### src/core/mprot_pkg.sv
/*
 Package for the region memory protection unit: register map, attribute
 field layout, reset values and access structs. Assumes a 32-bit APB.
*/
package mprot_pkg;
   localparam int          NUM_REGIONS      = 8;
   localparam logic [11:0] OFS_CTRL         = 12'h000;
   localparam logic [11:0] OFS_COUNT        = 12'h004;
   localparam logic [11:0] OFS_FAULT        = 12'h008;
   localparam logic [11:0] OFS_FAULT_ADDR   = 12'h00C;
   localparam logic [11:0] OFS_REGION_BASE  = 12'h100;
   localparam logic [11:0] OFS_REGION_STEP  = 12'h008;
   localparam logic [11:0] OFS_REGION_ATTR  = 12'h004;
   localparam int          CTRL_ENABLE      = 0;
   localparam int          CTRL_PRIV_BG     = 1;
   localparam int          CTRL_FAULT_CHK   = 2;
   localparam int          ATTR_ON          = 0;
   localparam int          ATTR_SIZE_LSB    = 1;
   localparam int          ATTR_SIZE_W      = 5;
   localparam int          ATTR_SUB_LSB     = 8;
   localparam int          ATTR_PERM_LSB    = 24;
   localparam int          ATTR_XN          = 28;
   localparam logic [31:0] ATTR_WMASK       = 32'h17FF_FF3F;
   localparam logic [4:0]  size_code_smallest = 5'h04;
   localparam logic [4:0]  size_code_largest  = 5'h1F;
   localparam logic [4:0]  SIZE_SUB_MIN     = 5'h07;
   localparam logic [2:0]  perm_none_none   = 3'h0;
   localparam logic [2:0]  perm_rw_none     = 3'h1;
   localparam logic [2:0]  perm_rw_ro       = 3'h2;
   localparam logic [2:0]  perm_rw_rw       = 3'h3;
   localparam logic [2:0]  perm_ro_none     = 3'h5;
   localparam logic [2:0]  perm_ro_ro       = 3'h6;
   localparam logic [31:0] RESET_WORD       = 32'h0000_0000;

   typedef struct packed {
      logic        valid;
      logic [31:0] addr;
      logic        write;
      logic        fetch;
      logic        priv;
      logic        in_fault_handler;
   } access_s;

   typedef struct packed {
      logic        fault;
      logic        bg_map;
      logic [31:0] addr;
   } verdict_s;
endpackage : mprot_pkg

### src/core/region_match.sv
/*
 One region's address and sub-region match with its permission check.
 Assumes the base is aligned to the region size, as software must keep.
*/
`timescale 1ns/1ps
`default_nettype none
module region_match (
   input  wire logic [31:0] i_base,
   input  wire logic [31:0] i_attr,
   input  wire logic [31:0] i_addr,
   input  wire logic        i_write,
   input  wire logic        i_fetch,
   input  wire logic        i_priv,
   output logic             o_hit,
   output logic             o_deny
);
   logic [4:0]  size;
   logic [32:0] span;
   logic [32:0] mask;
   logic [2:0]  sub_idx;
   logic        in_range;
   logic        sub_off;
   logic [2:0]  perm;
   logic        can_rd;
   logic        can_wr;

   always_comb begin
      size     = i_attr[mprot_pkg::ATTR_SIZE_LSB +: mprot_pkg::ATTR_SIZE_W];
      span     = 33'h0_0000_0002 << size;
      mask     = span - 33'h0_0000_0001;
      in_range = ((i_addr ^ i_base) & ~mask[31:0]) == 32'h0000_0000;
      sub_idx  = 3'((({1'b0, i_addr} & mask) >> (size - 5'h02)));
      sub_off  = (size >= mprot_pkg::SIZE_SUB_MIN)
                 && i_attr[mprot_pkg::ATTR_SUB_LSB + sub_idx];
      o_hit    = i_attr[mprot_pkg::ATTR_ON] && in_range && !sub_off;
      perm     = i_attr[mprot_pkg::ATTR_PERM_LSB +: 3];
      can_rd   = 1'b0;
      can_wr   = 1'b0;
      case (perm)
         mprot_pkg::perm_rw_none: begin
            can_rd = i_priv;
            can_wr = i_priv;
         end
         mprot_pkg::perm_rw_ro: begin
            can_rd = 1'b1;
            can_wr = i_priv;
         end
         mprot_pkg::perm_rw_rw: begin
            can_rd = 1'b1;
            can_wr = 1'b1;
         end
         mprot_pkg::perm_ro_none: begin
            can_rd = i_priv;
         end
         mprot_pkg::perm_ro_ro: begin
            can_rd = 1'b1;
         end
         default: begin
            can_rd = 1'b0;
         end
      endcase
      o_deny = (i_fetch && i_attr[mprot_pkg::ATTR_XN])
               || (i_write ? !can_wr : !can_rd);
   end
endmodule : region_match
`default_nettype wire

### src/core/region_protect.sv
/*
 Region memory protection unit: APB register file and per-access checker.
 Assumes the core presents one access per cycle and takes a registered
 verdict one cycle later.
*/
// The register offsets and register access over APB are this design's own decisions.
`timescale 1ns/1ps
`default_nettype none
module region_protect #(
   parameter int N_REGIONS = mprot_pkg::NUM_REGIONS
) (
   input  wire logic               i_clk,
   input  wire logic               i_rstn,
   input  wire logic               i_psel,
   input  wire logic               i_penable,
   input  wire logic               i_pwrite,
   input  wire logic [11:0]        i_paddr,
   input  wire logic [31:0]        i_pwdata,
   input  wire logic [3:0]         i_pstrb,
   output logic                    o_pready,
   output logic [31:0]             o_prdata,
   output logic                    o_pslverr,
   input  wire mprot_pkg::access_s i_access,
   output mprot_pkg::verdict_s     o_verdict,
   output logic                    o_fault
);
   logic [31:0]          base [N_REGIONS];
   logic [31:0]          attr [N_REGIONS];
   logic [2:0]           ctrl;
   logic                 fault_sticky;
   logic [31:0]          fault_addr;
   logic [N_REGIONS-1:0] hit;
   logic [N_REGIONS-1:0] deny;
   logic                 win_hit;
   logic                 win_deny;
   logic                 checking;
   logic                 next_fault;
   logic                 next_bg;
   logic                 setup;
   logic                 access_ph;
   logic                 mapped;
   logic [31:0]          rd_word;
   logic [31:0]          wmask;
   logic                 region_sel;
   logic [2:0]           region_idx;
   logic                 is_attr;

   always_comb begin
      setup      = i_psel && !i_penable;
      access_ph  = i_psel && i_penable && o_pready;
      region_sel = (i_paddr >= mprot_pkg::OFS_REGION_BASE)
                   && (i_paddr < (mprot_pkg::OFS_REGION_BASE
                                  + 12'(N_REGIONS) * mprot_pkg::OFS_REGION_STEP));
      region_idx = 3'((i_paddr - mprot_pkg::OFS_REGION_BASE) >> 3);
      is_attr    = i_paddr[2];
      wmask      = {{8{i_pstrb[3]}}, {8{i_pstrb[2]}}, {8{i_pstrb[1]}}, {8{i_pstrb[0]}}};
      mapped     = 1'b1;
      rd_word    = mprot_pkg::RESET_WORD;
      if (i_paddr[1:0] != 2'h0) begin
         mapped = 1'b0;
      end else if (i_paddr == mprot_pkg::OFS_CTRL) begin
         rd_word = {29'h0, ctrl};
      end else if (i_paddr == mprot_pkg::OFS_COUNT) begin
         rd_word = 32'(N_REGIONS);
      end else if (i_paddr == mprot_pkg::OFS_FAULT) begin
         rd_word = {31'h0, fault_sticky};
      end else if (i_paddr == mprot_pkg::OFS_FAULT_ADDR) begin
         rd_word = fault_addr;
      end else if (region_sel) begin
         rd_word = is_attr ? attr[region_idx] : base[region_idx];
      end else begin
         mapped = 1'b0;
      end
   end

   // Zero-wait slave: one setup cycle, answer in the first access cycle
   always_ff @(posedge i_clk or negedge i_rstn) begin
      if (!i_rstn) begin
         o_pready  <= 1'b0;
         o_prdata  <= 32'h0000_0000;
         o_pslverr <= 1'b0;
      end else begin
         o_pready  <= setup;
         o_pslverr <= setup && !mapped;
         o_prdata  <= (setup && !i_pwrite) ? rd_word : 32'h0000_0000;
      end
   end

   always_ff @(posedge i_clk or negedge i_rstn) begin
      if (!i_rstn) begin
         ctrl <= 3'h0;
      end else if (access_ph && i_pwrite && i_paddr == mprot_pkg::OFS_CTRL && i_pstrb[0]) begin
         ctrl <= i_pwdata[2:0];
      end
   end

   // Region words only change on their own write, never on enable or disable
   generate
      for (genvar g = 0; g < N_REGIONS; g++) begin : g_region
         always_ff @(posedge i_clk or negedge i_rstn) begin
            if (!i_rstn) begin
               base[g] <= mprot_pkg::RESET_WORD;
               attr[g] <= mprot_pkg::RESET_WORD;
            end else if (access_ph && i_pwrite && mapped && region_sel
                         && region_idx == 3'(g)) begin
               if (is_attr) begin
                  attr[g] <= ((i_pwdata & wmask) | (attr[g] & ~wmask))
                             & mprot_pkg::ATTR_WMASK;
               end else begin
                  base[g] <= (((i_pwdata & wmask) | (base[g] & ~wmask))
                              & 32'hFFFF_FFE0);
               end
            end
         end
         region_match u_match (
            .i_base  (base[g]),
            .i_attr  (attr[g]),
            .i_addr  (i_access.addr),
            .i_write (i_access.write),
            .i_fetch (i_access.fetch),
            .i_priv  (i_access.priv),
            .o_hit   (hit[g]),
            .o_deny  (deny[g])
         );

         a_region_kept: assert property (
            @(posedge i_clk) disable iff (!i_rstn)
            !(access_ph && i_pwrite && region_sel
              && region_idx == 3'(g))
            |=> ($stable(base[g]) && $stable(attr[g])))
            else $error("region words changed without a write");

         a_hit_off: assert property (
            @(posedge i_clk) disable iff (!i_rstn)
            !attr[g][mprot_pkg::ATTR_ON]
            |-> !hit[g])
            else $error("disabled region took part");

         a_read_attr: assert property (
            @(posedge i_clk) disable iff (!i_rstn)
            (setup && !i_pwrite && mapped && region_sel
             && region_idx == 3'(g) && is_attr)
            |=> (o_prdata == attr[g]))
            else $error("attribute readback wrong");

         a_read_base: assert property (
            @(posedge i_clk) disable iff (!i_rstn)
            (setup && !i_pwrite && mapped && region_sel
             && region_idx == 3'(g) && !is_attr)
            |=> (o_prdata == base[g]))
            else $error("base readback wrong");

         a_perm_open: assert property (
            @(posedge i_clk) disable iff (!i_rstn)
            (attr[g][mprot_pkg::ATTR_PERM_LSB +: 3] == mprot_pkg::perm_rw_rw
             && !i_access.fetch)
            |-> !deny[g])
            else $error("full access denied");

         a_perm_shut: assert property (
            @(posedge i_clk) disable iff (!i_rstn)
            (attr[g][mprot_pkg::ATTR_PERM_LSB +: 3] == mprot_pkg::perm_none_none)
            |-> deny[g])
            else $error("no-access region allowed an access");

         a_whole_small: assert property (
            @(posedge i_clk) disable iff (!i_rstn)
            (attr[g][mprot_pkg::ATTR_ON]
             && attr[g][mprot_pkg::ATTR_SIZE_LSB +: mprot_pkg::ATTR_SIZE_W]
                < mprot_pkg::SIZE_SUB_MIN
             && ((i_access.addr ^ base[g])
                 >> (attr[g][mprot_pkg::ATTR_SIZE_LSB +: mprot_pkg::ATTR_SIZE_W]
                     + 6'h01)) == 32'h0000_0000)
            |-> hit[g])
            else $error("small region not checked as a whole");

         a_attr_lands: assert property (
            @(posedge i_clk) disable iff (!i_rstn)
            (access_ph && i_pwrite && mapped && region_sel
             && region_idx == 3'(g) && is_attr && i_pstrb[0])
            |=> (attr[g][mprot_pkg::ATTR_ON] == $past(i_pwdata[mprot_pkg::ATTR_ON])))
            else $error("enable bit not taken as written");
      end
   endgenerate

   always_comb begin
      win_hit  = 1'b0;
      win_deny = 1'b0;
      for (int k = 0; k < N_REGIONS; k++) begin
         if (hit[k]) begin
            win_hit  = 1'b1;
            win_deny = deny[k];
         end
      end
      checking = ctrl[mprot_pkg::CTRL_ENABLE]
                 && (!i_access.in_fault_handler
                     || ctrl[mprot_pkg::CTRL_FAULT_CHK]);
      next_fault = 1'b0;
      next_bg    = 1'b1;
      if (checking) begin
         if (win_hit) begin
            next_bg    = 1'b0;
            next_fault = win_deny;
         end else if (i_access.priv && ctrl[mprot_pkg::CTRL_PRIV_BG]) begin
            next_bg    = 1'b1;
         end else begin
            next_bg    = 1'b0;
            next_fault = 1'b1;
         end
      end
      next_fault = next_fault && i_access.valid;
   end

   always_ff @(posedge i_clk or negedge i_rstn) begin
      if (!i_rstn) begin
         o_verdict <= '0;
         o_fault   <= 1'b0;
      end else begin
         o_verdict <= '{fault:  next_fault,
                        bg_map: next_bg && i_access.valid,
                        addr:   i_access.addr};
         o_fault   <= next_fault;
      end
   end

   // Fault capture: a new fault wins over a software clear in the same cycle
   always_ff @(posedge i_clk or negedge i_rstn) begin
      if (!i_rstn) begin
         fault_sticky <= 1'b0;
         fault_addr   <= 32'h0000_0000;
      end else if (next_fault) begin
         fault_sticky <= 1'b1;
         fault_addr   <= i_access.addr;
      end else if (access_ph && i_pwrite && i_paddr == mprot_pkg::OFS_FAULT && i_pwdata[0]) begin
         fault_sticky <= 1'b0;
      end
   end

   a_off_no_fault: assert property (
      @(posedge i_clk) disable iff (!i_rstn)
      !$past(ctrl[mprot_pkg::CTRL_ENABLE])
      |-> !o_fault)
      else $error("fault while unit disabled");

   a_off_default_map: assert property (
      @(posedge i_clk) disable iff (!i_rstn)
      (i_access.valid
       && !ctrl[mprot_pkg::CTRL_ENABLE])
      |=> (o_verdict.bg_map && !o_fault))
      else $error("default map not used while unit disabled");

   a_deny_faults: assert property (
      @(posedge i_clk) disable iff (!i_rstn)
      (i_access.valid && checking
       && win_hit && win_deny)
      |=> o_fault)
      else $error("violation not faulted");

   a_fault_sticky: assert property (
      @(posedge i_clk) disable iff (!i_rstn)
      o_fault
      |-> (fault_sticky && fault_addr == $past(i_access.addr)))
      else $error("fault not captured");

   a_idle_quiet: assert property (
      @(posedge i_clk) disable iff (!i_rstn)
      !i_access.valid
      |=> (!o_fault && !o_verdict.bg_map))
      else $error("verdict without an access");

   a_bg_priv_ok: assert property (
      @(posedge i_clk) disable iff (!i_rstn)
      (i_access.valid && ctrl == 3'h3 && !win_hit
       && i_access.priv && !i_access.in_fault_handler)
      |=> (!o_fault && o_verdict.bg_map))
      else $error("background map not applied");

   a_handler_bypass: assert property (
      @(posedge i_clk) disable iff (!i_rstn)
      (i_access.in_fault_handler
       && !ctrl[mprot_pkg::CTRL_FAULT_CHK])
      |=> !o_fault)
      else $error("fault inside handler with checks suspended");

   a_handler_map: assert property (
      @(posedge i_clk) disable iff (!i_rstn)
      (i_access.valid && i_access.in_fault_handler
       && !ctrl[mprot_pkg::CTRL_FAULT_CHK])
      |=> o_verdict.bg_map)
      else $error("default map not used inside handler");

   a_handler_check: assert property (
      @(posedge i_clk) disable iff (!i_rstn)
      (i_access.valid && i_access.in_fault_handler
       && ctrl == 3'h5 && !win_hit)
      |=> o_fault)
      else $error("handler miss not checked");

   a_miss_faults: assert property (
      @(posedge i_clk) disable iff (!i_rstn)
      (i_access.valid && checking
       && !win_hit && !i_access.priv)
      |=> o_fault)
      else $error("user miss did not fault");

   a_no_bg_priv: assert property (
      @(posedge i_clk) disable iff (!i_rstn)
      (i_access.valid && ctrl == 3'h1 && !win_hit
       && i_access.priv && !i_access.in_fault_handler)
      |=> (o_fault && !o_verdict.bg_map))
      else $error("privileged miss used a default map");

   a_count_read: assert property (
      @(posedge i_clk) disable iff (!i_rstn)
      (setup && !i_pwrite
       && i_paddr == mprot_pkg::OFS_COUNT)
      |=> (o_pready && o_prdata == 32'(N_REGIONS)))
      else $error("region count wrong");

   a_exec_never: assert property (
      @(posedge i_clk) disable iff (!i_rstn)
      (i_access.valid && checking && hit[N_REGIONS-1] && i_access.fetch
       && attr[N_REGIONS-1][mprot_pkg::ATTR_XN])
      |=> o_fault)
      else $error("forbidden fetch allowed");

   a_top_wins: assert property (
      @(posedge i_clk) disable iff (!i_rstn)
      (i_access.valid && checking
       && hit[N_REGIONS-1])
      |=> (o_fault == $past(deny[N_REGIONS-1])))
      else $error("highest region did not decide");
endmodule : region_protect
`default_nettype wire

### config.mk
export PLATFORM = sky130hd
export DESIGN_NAME = region_protect
export DESIGN_NICKNAME = d
export VERILOG_FILES = /design/src/core/mprot_pkg.sv /design/src/core/region_match.sv /design/src/core/region_protect.sv
export SDC_FILE = /design/constraint.sdc
export NUM_CORES = 2
export LEC_CHECK = 0
export BUFFER_PORTS_ARGS = -buffer_cell sky130_fd_sc_hd__buf_2
export CORE_MARGIN = 2
export CORE_UTILIZATION = 25
export DETAILED_ROUTE_END_ITERATION = 8
export HOLD_SLACK_MARGIN = 0.06
export SLEW_MARGIN = 20
export SYNTH_ARGS = -nofsm -noshare
export SYNTH_HDL_FRONTEND = slang
export SYNTH_SLANG_ARGS = --single-unit
### constraint.sdc
create_clock -name i_clk -period 6.3 [get_ports i_clk]
set_input_delay 0.63 -clock i_clk [delete_from_list [all_inputs] [get_ports i_clk]]
set_output_delay 0.63 -clock i_clk [all_outputs]
set_load 0.05 [all_outputs]
==> impl_metrics.py <==
metrics = {
    "clocking": {
        "cts_buffers": 69,
        "htreeDepth": 3,
        "clock_latency_ns": 0.72,
        "cts.sinks": 528,
        "clkTransAtPathRegs_ns": 0.07,
        "cts_tree": "yes",
        "root_buffer": "clkbuf_16",
        "clockBufferDepth": 3,
    },
    "timing": {
        "rsz0062_at_grt": "no",
        "final-max-slew-violation-count": 0,
        "slew_headroom": 0.201,
        "final_hold_viol_count": 0,
        "finalSetupViolations": 0,
        "hold_ws_ns": 0.193,
        "period_share": 0.962,
        "max_freq_ghz": 0.165,
        "skew_ns": 0.0701,
        "tightest_slew_ns": 1.19,
        "period_needed_ns": 6.06,
        "finalSetupTns_ns": 0,
    },
    "logic_synthesis": {
        "yosysWarnings": 0,
        "yosysSeqAreaShare": 0.320,
        "synth_top_cell_by_area": "dfrtp_1",
        "ys.flop_type": "dfrtp_1",
        "netlist.area_leader.share": 0.320,
        "async_flop_share": 1.00,
        "netlist_area_um2": 41300,
        "synth_fp_nets": 4539,
        "synthTopCellsByArea": "dfrtp_1 (32%), mux2_2 (12%), mux4_2 (7.3%)",
        "synth_seq_cells": 528,
        "postSynthCellCount": 4425,
        "synth.distinct_cells": 93,
        "synth_enable_flop_cells": 0,
        "syn_avg_cell_area_um2": 9.32,
    },
    "power": {
        "p_seq_frac": 0.401,
        "combPwrFrac": 0.098,
        "p_total_mw": 8.51,
        "p_sw_mw": 2.46,
        "leakage_nw": 19.5,
        "power_per_cell_area_nw_per_um2": 180,
        "power.share.switching": 0.289,
        "peakVddDrop_v": 0.000211,
        "clkPwrFrac": 0.501,
        "p_int_mw": 6.05,
    },
    "cells_and_area": {
        "area_growth_pct": 14.7,
        "final_cell_mix": "dfrtp_1 (525), mux2_2 (445), nand2_1 (345)",
        "layout-drive-gt1-share": 0.254,
        "fillCellCount": 17400,
        "fin_nets": 4555,
        "layout_commonest_cell": "dfrtp_1",
    },
    "worst_setup_path": {
        "path_max_fanout": 34,
        "crit_type": "flop to flop",
        "r2r-end": "fault_addr[23]",
        "end_kind": "flop",
        "startpoint_type": "flop",
        "worstRegToRegCells": 20,
        "cp.required_ns": 6.86,
        "arrival_ns": 6.62,
        "ff2ff_setup_slack_ns": 0.24,
    },
    "routing": {
        "routed_wl_mm": 218,
        "antenna_left": 0,
        "vias": 41800,
        "viasPerCell": 6.23,
        "drt_iter0_markers": 7177,
        "dr.pass1.iters": 9,
        "detail_route.wl_per_cell_um": 32.5,
        "drc": 0,
    },
    "min_path": {
        "hold_end": "o_pready",
        "holdCritPathClass": "primary input to flop",
        "min_from": "i_psel",
        "hold_depth": 3,
    },
    "die": {
        "die-area_um2": 168000,
        "initial_utilization": 0.251,
        "rows": 149,
        "fp.dieW_um": 410,
        "die_height_um": 410,
        "design.core.area_um2": 164000,
        "io_pins": 159,
    },
    "placed_design": {
        "place_congestion": 1.02,
        "port_buffers": 158,
        "post-dp-hpwl_mm": 159,
    },
    "grt": {
        "grt_use_total": 0.250,
        "antenna_found_initial": 60,
        "grt_pass1_wl_mm": 306,
        "grt_pass1_vias": 39100,
        "grt-ovfl-total": 0,
        "grt_max_degree": 162,
    },
    "status": {
        "status": "finished clean",
    },
    "run": {
        "max_cap_viol_count": 0,
    },
}
==> Yosys cell counts (35+ instances only) <==
library cell,instances
a31oi_1,89
nand3_1,136
o21ai_0,229
mux2i_1,44
nor2_1,222
o22ai_1,43
clkbuf_1,300
buf_1,68
buf_2,64
dfrtp_1,528
and2_1,39
mux2_2,445
xor2_1,107
nand2b_1,61
o211ai_1,79
nor3_1,81
a21oi_1,230
xnor2_1,147
nand4_1,54
nor2b_1,55
mux4_2,133
a211oi_1,60
a22oi_1,57
inv_1,61
o31ai_1,35
and3_1,44
nand2_1,345
==> power groups by stage <==
stage,clock network [mW],logic (mW),registers (mW)
final,4.26,0.836,3.41
after global routing,4.46,0.844,3.41
after CTS,4.32,0.804,3.41
after detailed placement,0,0.802,3.47
after global placement,0,0.805,3.47
after floorplan,0,0.283,3.51
==> worst max path at each step <==
stage	start	end	slack (ns)
floorplan	flop	fault_addr[10]	0.87
global placement	flop	fault_addr[2]	0.41
detailed placement	flop	fault_addr[2]	0.36
CTS	flop	fault_addr[20]	0.30
global route	flop	fault_addr[17]	0.08
finish	flop	fault_addr[23]	0.24
==> metrics by stage <==
stage	setup slack [ns]	instance area [um^2]	util	std cells
after floorplan	0.868	41300	-	4425
after global placement	0.411	44800	0.273	6558
after detailed placement	0.365	44800	0.273	6558
after CTS	0.302	47300	0.287	6685
after global routing	0.0792	47300	0.287	6689
final	0.238	47300	0.288	6711
==> cell type report <==
type | instances | area [um^2] | share of cell area
timing repair buffer | 382 | 2560 | 0.0541
clock inverter | 31 | 477 | 0.0101
clock buffer | 95 | 1950 | 0.0413
multi-input combinational | 3388 | 26000 | 0.550
tap | 2189 | 2740 | 0.0579
inverter | 72 | 270 | 0.00571
antenna | 26 | 65.1 | 0.00137
sequential | 528 | 13200 | 0.279
==> metal layers <==
layer,track usage,part of all wire,vias up
met5,0,0.0012,-
met4,0.149,0.071,42
met3,0.0845,0.13,807
met2,0.355,0.41,3334
met1,0.326,0.38,20700
li1,-,-,16900
==> timing repair <==
action	CTS	global route
buffers inserted	0	0
endpoints found under the hold margin	70	0
resized for setup	0	1
hold buffers	1	0
setup endpoints to repair	0	19
==> worst max-delay path, stage by stage, from the launching register on <==
cell and delay, ns:
dfrtp_1 0.51, nor3_1 0.54, nand2_1 0.12, ha_1 0.43, buf_4 0.29, nor3b_1 0.26
a32o_1 0.17, a22oi_1 0.16, o22a_1 0.25, a2111oi_1 0.58, buf_4 0.24, o31ai_1 0.06
a32oi_1 0.40, mux2i_1 0.14, o21bai_1 0.16, buf_4 0.18, nand4_1 0.14, o41a_1 0.52
o311ai_4 0.12, buf_12 0.28, mux2_1 0.35
==> kinds of logic (layout without fill, tap and decap cells) <==
| group | count (synthesis) | count (layout) | share of synthesized area |
|---|---|---|---|
| AOI/OAI and AO/OA | 1237 | 1237 | 0.207 |
| xor gates and xnor gates | 254 | 254 | 0.0539 |
| adders and majority gates | 28 | 28 | 0.00825 |
| buffers and inverters | 509 | 580 | 0.0490 |
| DFF | 528 | 528 | 0.320 |
| muxes | 650 | 650 | 0.212 |
| other | 0 | 26 | 0 |
| and+or+nand+nor | 1219 | 1219 | 0.149 |
Power figures use the tool's default switching activity.
